[src/include/bcdrtc_pkg.sv]
// Package with register map, field positions and constants of the RTC.
// How it works
// - Time base advances on 32 kHz edges.
// - Seconds, minutes, hours kept in BCD.
// - Day, month, year, weekday in BCD.
// - Periodic tick each second/minute/hour/day.
// - Alarm fires when time equals alarm.
// - Each interrupt has its own enable.
// - Sleep mask hides ticks, cleared at wake.
// - Year divisible by four is leap.
// - Day wraps at month length.
// - Month 01..12, weekday 0..6.
// - Hours 00..23 or 1..12 with PM.
// - Minutes and seconds wrap after 59.
// - Time writes accepted while running.
// - Run bit freezes counting, status reports it.
// - Round bit snaps to nearest minute.
// - Round bit self-clears after rounding.
// - Compensation added hourly at first second.
// - Compensated second lasts 32768 minus value.
// - New compensation value used immediately.
// - Five retained 8-bit backup bytes.
// - Power-on reset holds the whole core.
// - Both interrupts disabled after reset.
package bcdrtc_pkg;
  // Register indices; the byte address is four times the index.
  localparam logic [5:0] IDX_SEC = 6'h00;
  localparam logic [5:0] IDX_MIN = 6'h01;
  localparam logic [5:0] IDX_HOUR = 6'h02;
  localparam logic [5:0] IDX_DAY = 6'h03;
  localparam logic [5:0] IDX_MON = 6'h04;
  localparam logic [5:0] IDX_YEAR = 6'h05;
  localparam logic [5:0] IDX_WEEK = 6'h06;
  localparam logic [5:0] IDX_AL_SEC = 6'h08;
  localparam logic [5:0] IDX_AL_MIN = 6'h09;
  localparam logic [5:0] IDX_AL_HOUR = 6'h0A;
  localparam logic [5:0] IDX_AL_DAY = 6'h0B;
  localparam logic [5:0] IDX_AL_MON = 6'h0C;
  localparam logic [5:0] IDX_AL_YEAR = 6'h0D;
  localparam logic [5:0] IDX_CTRL = 6'h10;
  localparam logic [5:0] IDX_STATUS = 6'h11;
  localparam logic [5:0] IDX_IRQCFG = 6'h12;
  localparam logic [5:0] IDX_COMP_LO = 6'h13;
  localparam logic [5:0] IDX_COMP_HI = 6'h14;
  localparam logic [5:0] IDX_BKP0 = 6'h17;
  localparam int BKP_COUNT = 5;
  // Control register fields.
  localparam int CTRL_RUN = 0;
  localparam int CTRL_ROUND = 1;
  localparam int CTRL_AUTO_COMP = 2;
  localparam int CTRL_PM_MODE = 5;
  // Status register fields.
  localparam int STAT_RUNNING = 1;
  // Interrupt configuration fields.
  localparam int IRQ_PERIOD_LSB = 0;
  localparam int IRQ_TICK_EN = 2;
  localparam int IRQ_ALARM_EN = 3;
  localparam int IRQ_SLEEP_MASK = 4;
  // Hour register PM flag in twelve-hour mode.
  localparam int HOUR_PM = 7;
  // Reset values.
  localparam logic [7:0] RST_ZERO = 8'h00;
  localparam logic [7:0] RST_DAY = 8'h01;
  localparam logic [7:0] RST_MON = 8'h01;
  // Oscillator ticks per second and the last count of a second.
  localparam int OSC_HZ = 32768;
  localparam logic signed [16:0] SUB_TOP = 17'(OSC_HZ - 1);
  // Periodic tick period selections.
  localparam logic [1:0] PER_SEC = 2'h0;
  localparam logic [1:0] PER_MIN = 2'h1;
  localparam logic [1:0] PER_HOUR = 2'h2;
  localparam logic [1:0] PER_DAY = 2'h3;
endpackage : bcdrtc_pkg

[src/core/bcdrtc_top.sv]
// BCD calendar real-time clock with alarm, tick and drift compensation.
`timescale 1ns/10ps
module bcdrtc_top (
  input wire logic clk_sys,
  input wire logic rstn,
  input wire logic clk32kIn,
  input wire logic sleepState,
  input wire logic psel,
  input wire logic penable,
  input wire logic pwrite,
  input wire logic [7:0] paddr,
  input wire logic [31:0] pwdata,
  output logic [31:0] prdata,
  output logic pready,
  output logic pslverr,
  output logic periodic_tick_irq,
  output logic alarm_match_irq
);

  typedef struct packed {
    logic [7:0] sec;
    logic [7:0] min;
    logic [7:0] hour;
    logic [7:0] day;
    logic [7:0] mon;
    logic [7:0] year;
    logic [7:0] week;
    logic [7:0] alSec;
    logic [7:0] alMin;
    logic [7:0] alHour;
    logic [7:0] alDay;
    logic [7:0] alMon;
    logic [7:0] alYear;
    logic [7:0] ctrl;
    logic [7:0] irqCfg;
    logic [15:0] comp;
    logic [4:0][7:0] bkp;
    logic signed [16:0] subCnt;
    logic running;
    logic clkPrev;
    logic sleepPrev;
    logic [31:0] rdata;
    logic ready;
    logic slvErr;
    logic tickIrq;
    logic alarmIrq;
  } bcdrtc_state_s;

  bcdrtc_state_s s;
  bcdrtc_state_s next_s;

  // Advances a two-digit BCD value, wrapping from top back to bottom.
  function automatic logic [7:0] bcdInc(
    input logic [7:0] v,
    input logic [7:0] top,
    input logic [7:0] bottom
  );
    if (v == top)
    begin
      return bottom;
    end
    else if (v[3:0] == 4'h9)
    begin
      return {v[7:4] + 4'h1, 4'h0};
    end
    return {v[7:4], v[3:0] + 4'h1};
  endfunction : bcdInc

  // A BCD year is a multiple of four when an even tens digit meets
  // 0, 4 or 8, or an odd tens digit meets 2 or 6.
  function automatic logic isLeap(input logic [7:0] y);
    if (y[4] == 1'b0)
    begin
      return (y[3:0] == 4'h0) || (y[3:0] == 4'h4) || (y[3:0] == 4'h8);
    end
    return (y[3:0] == 4'h2) || (y[3:0] == 4'h6);
  endfunction : isLeap

  // Last day of a month, in BCD.
  function automatic logic [7:0] lastDay(
    input logic [7:0] m,
    input logic [7:0] y
  );
    case (m)
      8'h02: return isLeap(y) ? 8'h29 : 8'h28;
      8'h04, 8'h06, 8'h09, 8'h11: return 8'h30;
      default: return 8'h31;
    endcase
  endfunction : lastDay

  // True for the indices of the five retained backup bytes.
  function automatic logic isBkp(input logic [5:0] x);
    return (x >= bcdrtc_pkg::IDX_BKP0) &&
      (x < bcdrtc_pkg::IDX_BKP0 + 6'(bcdrtc_pkg::BKP_COUNT));
  endfunction : isBkp

  // Slot of a backup byte; only meaningful where isBkp holds.
  function automatic logic [2:0] bkpSlot(input logic [5:0] x);
    logic [5:0] off;
    off = x - bcdrtc_pkg::IDX_BKP0;
    return off[2:0];
  endfunction : bkpSlot

  // Timekeeping, interrupt generation and the APB slave share one state
  // copy so that a bus write in the same cycle as a tick simply wins.
  always_comb
  begin
    logic edge32;
    logic secTick;
    logic cMin;
    logic cHour;
    logic cDay;
    logic cMon;
    logic perEvent;
    logic [7:0] h12;
    logic [7:0] hNext;
    logic [7:0] rd;
    logic hit;
    logic [5:0] idx;
    edge32 = 1'b0;
    secTick = 1'b0;
    cMin = 1'b0;
    cHour = 1'b0;
    cDay = 1'b0;
    cMon = 1'b0;
    perEvent = 1'b0;
    h12 = 8'h00;
    hNext = 8'h00;
    rd = 8'h00;
    hit = 1'b0;
    idx = paddr[7:2];
    next_s = s;
    next_s.tickIrq = 1'b0;
    next_s.alarmIrq = 1'b0;
    next_s.clkPrev = clk32kIn;
    next_s.sleepPrev = sleepState;
    next_s.running = s.ctrl[bcdrtc_pkg::CTRL_RUN];

    // Sub-second counter steps on each rising edge of the 32 kHz clock.
    // The pin is taken as synchronous, so no synchroniser is spent here;
    // an asynchronous source would need one in front of this block.
    edge32 = clk32kIn & ~s.clkPrev;
    if (s.ctrl[bcdrtc_pkg::CTRL_RUN] && edge32)
    begin
      if (s.subCnt >= bcdrtc_pkg::SUB_TOP)
      begin
        secTick = 1'b1;
        next_s.subCnt = 17'sh00000;
      end
      else
      begin
        next_s.subCnt = s.subCnt + 17'sh00001;
      end
    end

    // Seconds, with optional round to the nearest minute.
    if (secTick)
    begin
      if (s.ctrl[bcdrtc_pkg::CTRL_ROUND])
      begin
        cMin = (s.sec >= 8'h30);
        next_s.sec = 8'h00;
        next_s.ctrl[bcdrtc_pkg::CTRL_ROUND] = 1'b0;
      end
      else
      begin
        cMin = (s.sec == 8'h59);
        next_s.sec = bcdInc(s.sec, 8'h59, 8'h00);
      end
    end

    // Minutes carry into hours.
    if (cMin)
    begin
      cHour = (s.min == 8'h59);
      next_s.min = bcdInc(s.min, 8'h59, 8'h00);
    end

    // Hours in 24-hour or 12-hour form; 11 PM to 12 AM closes the day.
    // In 12-hour form bit 7 is the PM flag and bits 4:0 the BCD hour.
    if (cHour)
    begin
      if (s.ctrl[bcdrtc_pkg::CTRL_PM_MODE])
      begin
        h12 = {3'h0, s.hour[4:0]};
        next_s.hour = s.hour;
        if (h12 == 8'h12)
        begin
          next_s.hour[4:0] = 5'h01;
        end
        else if (h12 == 8'h11)
        begin
          next_s.hour[4:0] = 5'h12;
          next_s.hour[bcdrtc_pkg::HOUR_PM] = ~s.hour[bcdrtc_pkg::HOUR_PM];
          cDay = s.hour[bcdrtc_pkg::HOUR_PM];
        end
        else
        begin
          hNext = bcdInc(h12, 8'h12, 8'h01);
          next_s.hour[4:0] = hNext[4:0];
        end
      end
      else
      begin
        cDay = (s.hour == 8'h23);
        next_s.hour = bcdInc(s.hour, 8'h23, 8'h00);
      end
    end

    // Day and weekday, then month and year.
    if (cDay)
    begin
      next_s.week = (s.week == 8'h06) ? 8'h00 : s.week + 8'h01;
      cMon = (s.day == lastDay(s.mon, s.year));
      next_s.day = bcdInc(s.day, lastDay(s.mon, s.year), 8'h01);
    end
    if (cMon)
    begin
      next_s.mon = bcdInc(s.mon, 8'h12, 8'h01);
      if (s.mon == 8'h12)
      begin
        next_s.year = bcdInc(s.year, 8'h99, 8'h00);
      end
    end

    // Drift correction: the second that starts at hh:00:01 begins from
    // the signed value, so it lasts 32768 minus that many ticks. The
    // value is read live, so a write just before takes effect.
    // A negative value starts the count below zero and so lengthens it.
    if (secTick && s.ctrl[bcdrtc_pkg::CTRL_AUTO_COMP] &&
        next_s.sec == 8'h01 && next_s.min == 8'h00)
    begin
      next_s.subCnt = {s.comp[15], s.comp};
    end

    // Periodic tick, gated by its enable and by the sleep mask.
    case (s.irqCfg[bcdrtc_pkg::IRQ_PERIOD_LSB +: 2])
      bcdrtc_pkg::PER_SEC: perEvent = secTick;
      bcdrtc_pkg::PER_MIN: perEvent = cMin;
      bcdrtc_pkg::PER_HOUR: perEvent = cHour;
      bcdrtc_pkg::PER_DAY: perEvent = cDay;
      default: perEvent = 1'b0;
    endcase
    if (perEvent && s.irqCfg[bcdrtc_pkg::IRQ_TICK_EN] &&
        !(s.irqCfg[bcdrtc_pkg::IRQ_SLEEP_MASK] && sleepState))
    begin
      next_s.tickIrq = 1'b1;
    end

    // Alarm compares the freshly advanced time and date on each second.
    // The weekday takes no part, so an alarm names one calendar date.
    if (secTick && s.irqCfg[bcdrtc_pkg::IRQ_ALARM_EN] &&
        next_s.sec == s.alSec && next_s.min == s.alMin &&
        next_s.hour == s.alHour && next_s.day == s.alDay &&
        next_s.mon == s.alMon && next_s.year == s.alYear)
    begin
      next_s.alarmIrq = 1'b1;
    end

    // Leaving sleep drops the mask; a bus write below still wins.
    if (s.sleepPrev && !sleepState)
    begin
      next_s.irqCfg[bcdrtc_pkg::IRQ_SLEEP_MASK] = 1'b0;
    end

    // Read mux; unmapped or misaligned addresses answer with an error.
    hit = (paddr[1:0] == 2'h0);
    case (idx)
      bcdrtc_pkg::IDX_SEC: rd = s.sec;
      bcdrtc_pkg::IDX_MIN: rd = s.min;
      bcdrtc_pkg::IDX_HOUR: rd = s.hour;
      bcdrtc_pkg::IDX_DAY: rd = s.day;
      bcdrtc_pkg::IDX_MON: rd = s.mon;
      bcdrtc_pkg::IDX_YEAR: rd = s.year;
      bcdrtc_pkg::IDX_WEEK: rd = s.week;
      bcdrtc_pkg::IDX_AL_SEC: rd = s.alSec;
      bcdrtc_pkg::IDX_AL_MIN: rd = s.alMin;
      bcdrtc_pkg::IDX_AL_HOUR: rd = s.alHour;
      bcdrtc_pkg::IDX_AL_DAY: rd = s.alDay;
      bcdrtc_pkg::IDX_AL_MON: rd = s.alMon;
      bcdrtc_pkg::IDX_AL_YEAR: rd = s.alYear;
      bcdrtc_pkg::IDX_CTRL: rd = s.ctrl;
      bcdrtc_pkg::IDX_STATUS:
      begin
        rd = 8'h00;
        rd[bcdrtc_pkg::STAT_RUNNING] = s.running;
      end
      bcdrtc_pkg::IDX_IRQCFG: rd = s.irqCfg;
      bcdrtc_pkg::IDX_COMP_LO: rd = s.comp[7:0];
      bcdrtc_pkg::IDX_COMP_HI: rd = s.comp[15:8];
      default:
      begin
        if (isBkp(idx))
        begin
          rd = s.bkp[bkpSlot(idx)];
        end
        else
        begin
          hit = 1'b0;
        end
      end
    endcase

    // Setup phase latches the answer; the access phase then completes
    // with pready high, which gives every transfer exactly two cycles.
    next_s.ready = 1'b0;
    if (psel && !penable)
    begin
      next_s.ready = 1'b1;
      next_s.slvErr = ~hit;
      next_s.rdata = hit ? {24'h000000, rd} : 32'h00000000;
    end

    // Writes land on the completing edge and override the counters.
    // Status and unmapped indices take no write; the backup decode keeps
    // any index past the fifth slot from naming a byte that is not there.
    if (psel && penable && s.ready && pwrite && !s.slvErr)
    begin
      case (idx)
        bcdrtc_pkg::IDX_SEC: next_s.sec = {1'b0, pwdata[6:0]};
        bcdrtc_pkg::IDX_MIN: next_s.min = {1'b0, pwdata[6:0]};
        bcdrtc_pkg::IDX_HOUR: next_s.hour = pwdata[7:0];
        bcdrtc_pkg::IDX_DAY: next_s.day = pwdata[7:0];
        bcdrtc_pkg::IDX_MON: next_s.mon = pwdata[7:0];
        bcdrtc_pkg::IDX_YEAR: next_s.year = pwdata[7:0];
        bcdrtc_pkg::IDX_WEEK: next_s.week = pwdata[7:0];
        bcdrtc_pkg::IDX_AL_SEC: next_s.alSec = pwdata[7:0];
        bcdrtc_pkg::IDX_AL_MIN: next_s.alMin = pwdata[7:0];
        bcdrtc_pkg::IDX_AL_HOUR: next_s.alHour = pwdata[7:0];
        bcdrtc_pkg::IDX_AL_DAY: next_s.alDay = pwdata[7:0];
        bcdrtc_pkg::IDX_AL_MON: next_s.alMon = pwdata[7:0];
        bcdrtc_pkg::IDX_AL_YEAR: next_s.alYear = pwdata[7:0];
        bcdrtc_pkg::IDX_CTRL: next_s.ctrl = pwdata[7:0];
        bcdrtc_pkg::IDX_IRQCFG: next_s.irqCfg = pwdata[7:0];
        bcdrtc_pkg::IDX_COMP_LO: next_s.comp[7:0] = pwdata[7:0];
        bcdrtc_pkg::IDX_COMP_HI: next_s.comp[15:8] = pwdata[7:0];
        default:
        begin
          if (isBkp(idx))
          begin
            next_s.bkp[bkpSlot(idx)] = pwdata[7:0];
          end
        end
      endcase
    end
  end

  // The only reset is power-on; it resets the whole core at once, clearing all but day and month (and their alarm copies), which load 01.
  // Backup bytes clear here too; they last only while this reset is off.
  always_ff @(posedge clk_sys or negedge rstn)
  begin
    if (!rstn)
    begin
      s <= '0;
      s.day <= bcdrtc_pkg::RST_DAY;
      s.mon <= bcdrtc_pkg::RST_MON;
      s.alDay <= bcdrtc_pkg::RST_DAY;
      s.alMon <= bcdrtc_pkg::RST_MON;
      s.irqCfg <= bcdrtc_pkg::RST_ZERO;
    end
    else
    begin
      s <= next_s;
    end
  end

  // Outputs come straight from the state flip-flops.
  // No output is decoded, so none can glitch between clock edges.
  assign prdata = s.rdata;
  assign pready = s.ready;
  assign pslverr = s.slvErr;
  assign periodic_tick_irq = s.tickIrq;
  assign alarm_match_irq = s.alarmIrq;

endmodule : bcdrtc_top

[config.mk]
export PLATFORM = sky130hd
export DESIGN_NAME = bcdrtc_top
export DESIGN_NICKNAME = d
export VERILOG_FILES = /design/src/include/bcdrtc_pkg.sv /design/src/core/bcdrtc_top.sv
export SDC_FILE = /design/constraint.sdc
export NUM_CORES = 1
export LEC_CHECK = 0
export ABC_CLOCK_PERIOD_IN_PS = 4600
export BUFFER_PORTS_ARGS = -buffer_cell sky130_fd_sc_hd__buf_2
export CAP_MARGIN = 40
export CORE_ASPECT_RATIO = 1.4
export CORE_MARGIN = 5
export CORE_UTILIZATION = 55
export CTS_CLUSTER_DIAMETER = 30
export DETAILED_ROUTE_END_ITERATION = 16
export HOLD_SLACK_MARGIN = 0.08
export PLACE_DENSITY_LB_ADDON = 0.3
export SKIP_CTS_REPAIR_TIMING = 1
export SYNTH_ARGS = -nofsm -noshare
export SYNTH_HDL_FRONTEND = slang
export SYNTH_SLANG_ARGS = --single-unit
[constraint.sdc]
create_clock -name clk_sys -period 4.6 [get_ports clk_sys]
set_input_delay 0.46 -clock clk_sys [delete_from_list [all_inputs] [get_ports clk_sys]]
set_output_delay 0.46 -clock clk_sys [all_outputs]
set_load 0.05 [all_outputs]
==> impl_metrics.toml <==
[status]
outcome = "finished clean"

[setup_path]
cp-start-kind = "flop"
path_class = "flop to flop"
crit_family = "simple AND/OR/NAND/NOR gates"
ff2ff_path_depth = 12
crit_chain = "ha_1, nand3_1, a21oi_1, a21oi_1, buf_4, nor4b_1, nor3b_1, a211o_1, nor4_1, nand4b_1, or4_1, nor4_2"
crit_path_frequent_cell = "a21oi_1"
crit_required_ps = 5010
cp_slowest_cell = "nor4b_1"
crit_path_end_kind = "flop"
crit_fanout = 6
crit_buf_inv = 1
arrival_ps = 4740
rr_startpoint = "s[39]"
worst-path-stages = 12
crit_path_max_incr_delay_ps = 600
r2r_end = "alarm_match_irq"
reg2reg_slack_ps = 280

[synthesis]
synth_warnings = 0
yosys.area.top_type = "dfrtp_1"
ys_seq_area_frac = 0.387
async_flop_share = 1.00
ys_types = 89
synth.area.top_cells = "dfrtp_1 (38%), mux2_2 (9.7%), nand2_1 (4.0%), ha_1 (3.2%), a21oi_1 (3.0%)"
synth_top_cell_area_share = 0.379
ys.flop_type = "dfrtp_1"
syn_area_um2 = 13500
netlist_instances = 1463
synth-edff-count = 0
ys_ff_latch = 208
avgSynthCellArea_um2 = 9.20

[sta]
rsz0062_at_grt = "no"
setup_viol = 0
slew_headroom = 0.317
tightest_slew_ps = 1020
timing.final.crit_share = 0.940
min_period_ps = 4320
slew_violations = 0
hold_viol = 0
fin_setup_tns_ps = 0
finClkSkew_ps = 19.9
timing.fmax_ghz = 0.231

[routing]
dr.pass1.iters = 8
wl_met2_um = 21400
drc = 0
finalWirelength_um = 45700
wl_met3_um = 4530
met1_length_um = 16300
vias = 12367
ant_nets = 0
vias_per_cell = 6.78
wl_per_cell_um = 25.1
routed.top_layer = "met4"
drt_iter0_markers = 1728

[clocking]
clock_sinks = 208
clk_latency_ps = 550
cts_tree = "done"
clkTransAtPathRegs_ps = 60
clock_path_buffers = 3
cts_made_buffers = 40
cts_root_buf = "clkbuf_16"
h-tree-depth = 2

[placed_design]
dp_cells = 1748
port_buffers = 34
globalplace.congestion = 1.02
place.detailed.hpwl_um = 32400

[global_route]
grt_pass1_vias = 12054
grt_overflow = 0
grt_pass1_wl_um = 70400
grt_usage = 0.328
grt_max_degree = 133
antenna_found_initial = 0

[die]
coreArea_um2 = 24100
chipWidth_um = 142
rows = 67
dieArea_um2 = 27800
start_util = 0.560
die_h_um = 195
io_pins = 83

[run]
drv_cap = 0

[pwr]
powerDensity_nw_per_um2 = 337
ir_worst_vdd_mv = 0.369
leakagePower_nw = 6.98

[min_path]
min_path_type = "input pin to asynchronous set/reset pin"

[cells_and_area]
nets = 1564
area_delta_synth_final_pct = 13.4
drive_gt1_frac = 0.195
final_common_cell = "dfrtp_1"
fin_util = 0.635
mostFrequentLayoutCells = "dfrtp_1 (204), nand2_1 (144), mux2_2 (116)"
diodes = 0
finalNonFillerCells = 1824
## Yosys cell counts (12+ instances only)
cell	n
a21oi_1	82
a221oi_1	15
a22o_1	18
a22oi_1	45
a31oi_1	26
and3_1	23
buf_4	33
clkbuf_1	78
dfrtp_1	204
ha_1	34
inv_1	38
mux2_2	116
mux2i_1	18
nand2_1	144
nand2b_1	13
nand3_1	53
nand4_1	28
nor2_1	100
nor2b_1	21
nor3_1	23
nor4_1	21
o211ai_1	12
o21ai_0	72
xnor2_1	25
xor2_1	23
## metrics by stage
stage                     setup slack, ps  hold WS [ps]  power [W]  cell area [um2]
after floorplan                       888           164    0.00201            13600
after global placement                347           464    0.00209            13800
after detailed placement              292           466    0.00209            13800
after CTS                             285          30.1    0.00516            15200
after global routing                 37.5           105    0.00528            15300
final                                 276          12.0    0.00514            15300
## power by group
group,switching [W],internal [W]
Clock,0.00111,0.00197
Sequential,0.00000667,0.00184
Combinational,0.000182,0.0000379
## cells by family after synthesis
logic type	Yosys count	share of synthesized area
and+or+nand+nor	508	0.197
AOI/OAI and AO/OA	367	0.185
DFF	208	0.387
buffers and inverters	162	0.0566
muxes	135	0.111
xor gates and xnor gates	48	0.0312
adders and majority gates	34	0.0316
other	1	0.000278
## layer usage
layer / track usage / vias up
li1: - / 5412
met1: 0.399 / 5919
met4: 0.209 / 0
met3: 0.0673 / 225
met5: 0 / -
met2: 0.525 / 811
## final cells by class
class | count | area [um2]
fill | 1982 | 8790
multi-input combinational | 1116 | 7590
sequential | 208 | 5210
clock buffer | 46 | 1080
timing repair buffer | 79 | 518
tap | 310 | 388
clock inverter | 27 | 338
inverter | 38 | 143
## how the worst max path moves through the flow
stage	from	to	slack, ps
CTS	s[209]	alarm_match_irq	290
finish	s[39]	alarm_match_irq	280
floorplan	s[209]	alarm_match_irq	890
detailed placement	s[209]	alarm_match_irq	290
global route	s[209]	alarm_match_irq	40
global placement	s[209]	alarm_match_irq	350
Note: power is estimated with default switching activity, not from simulation.
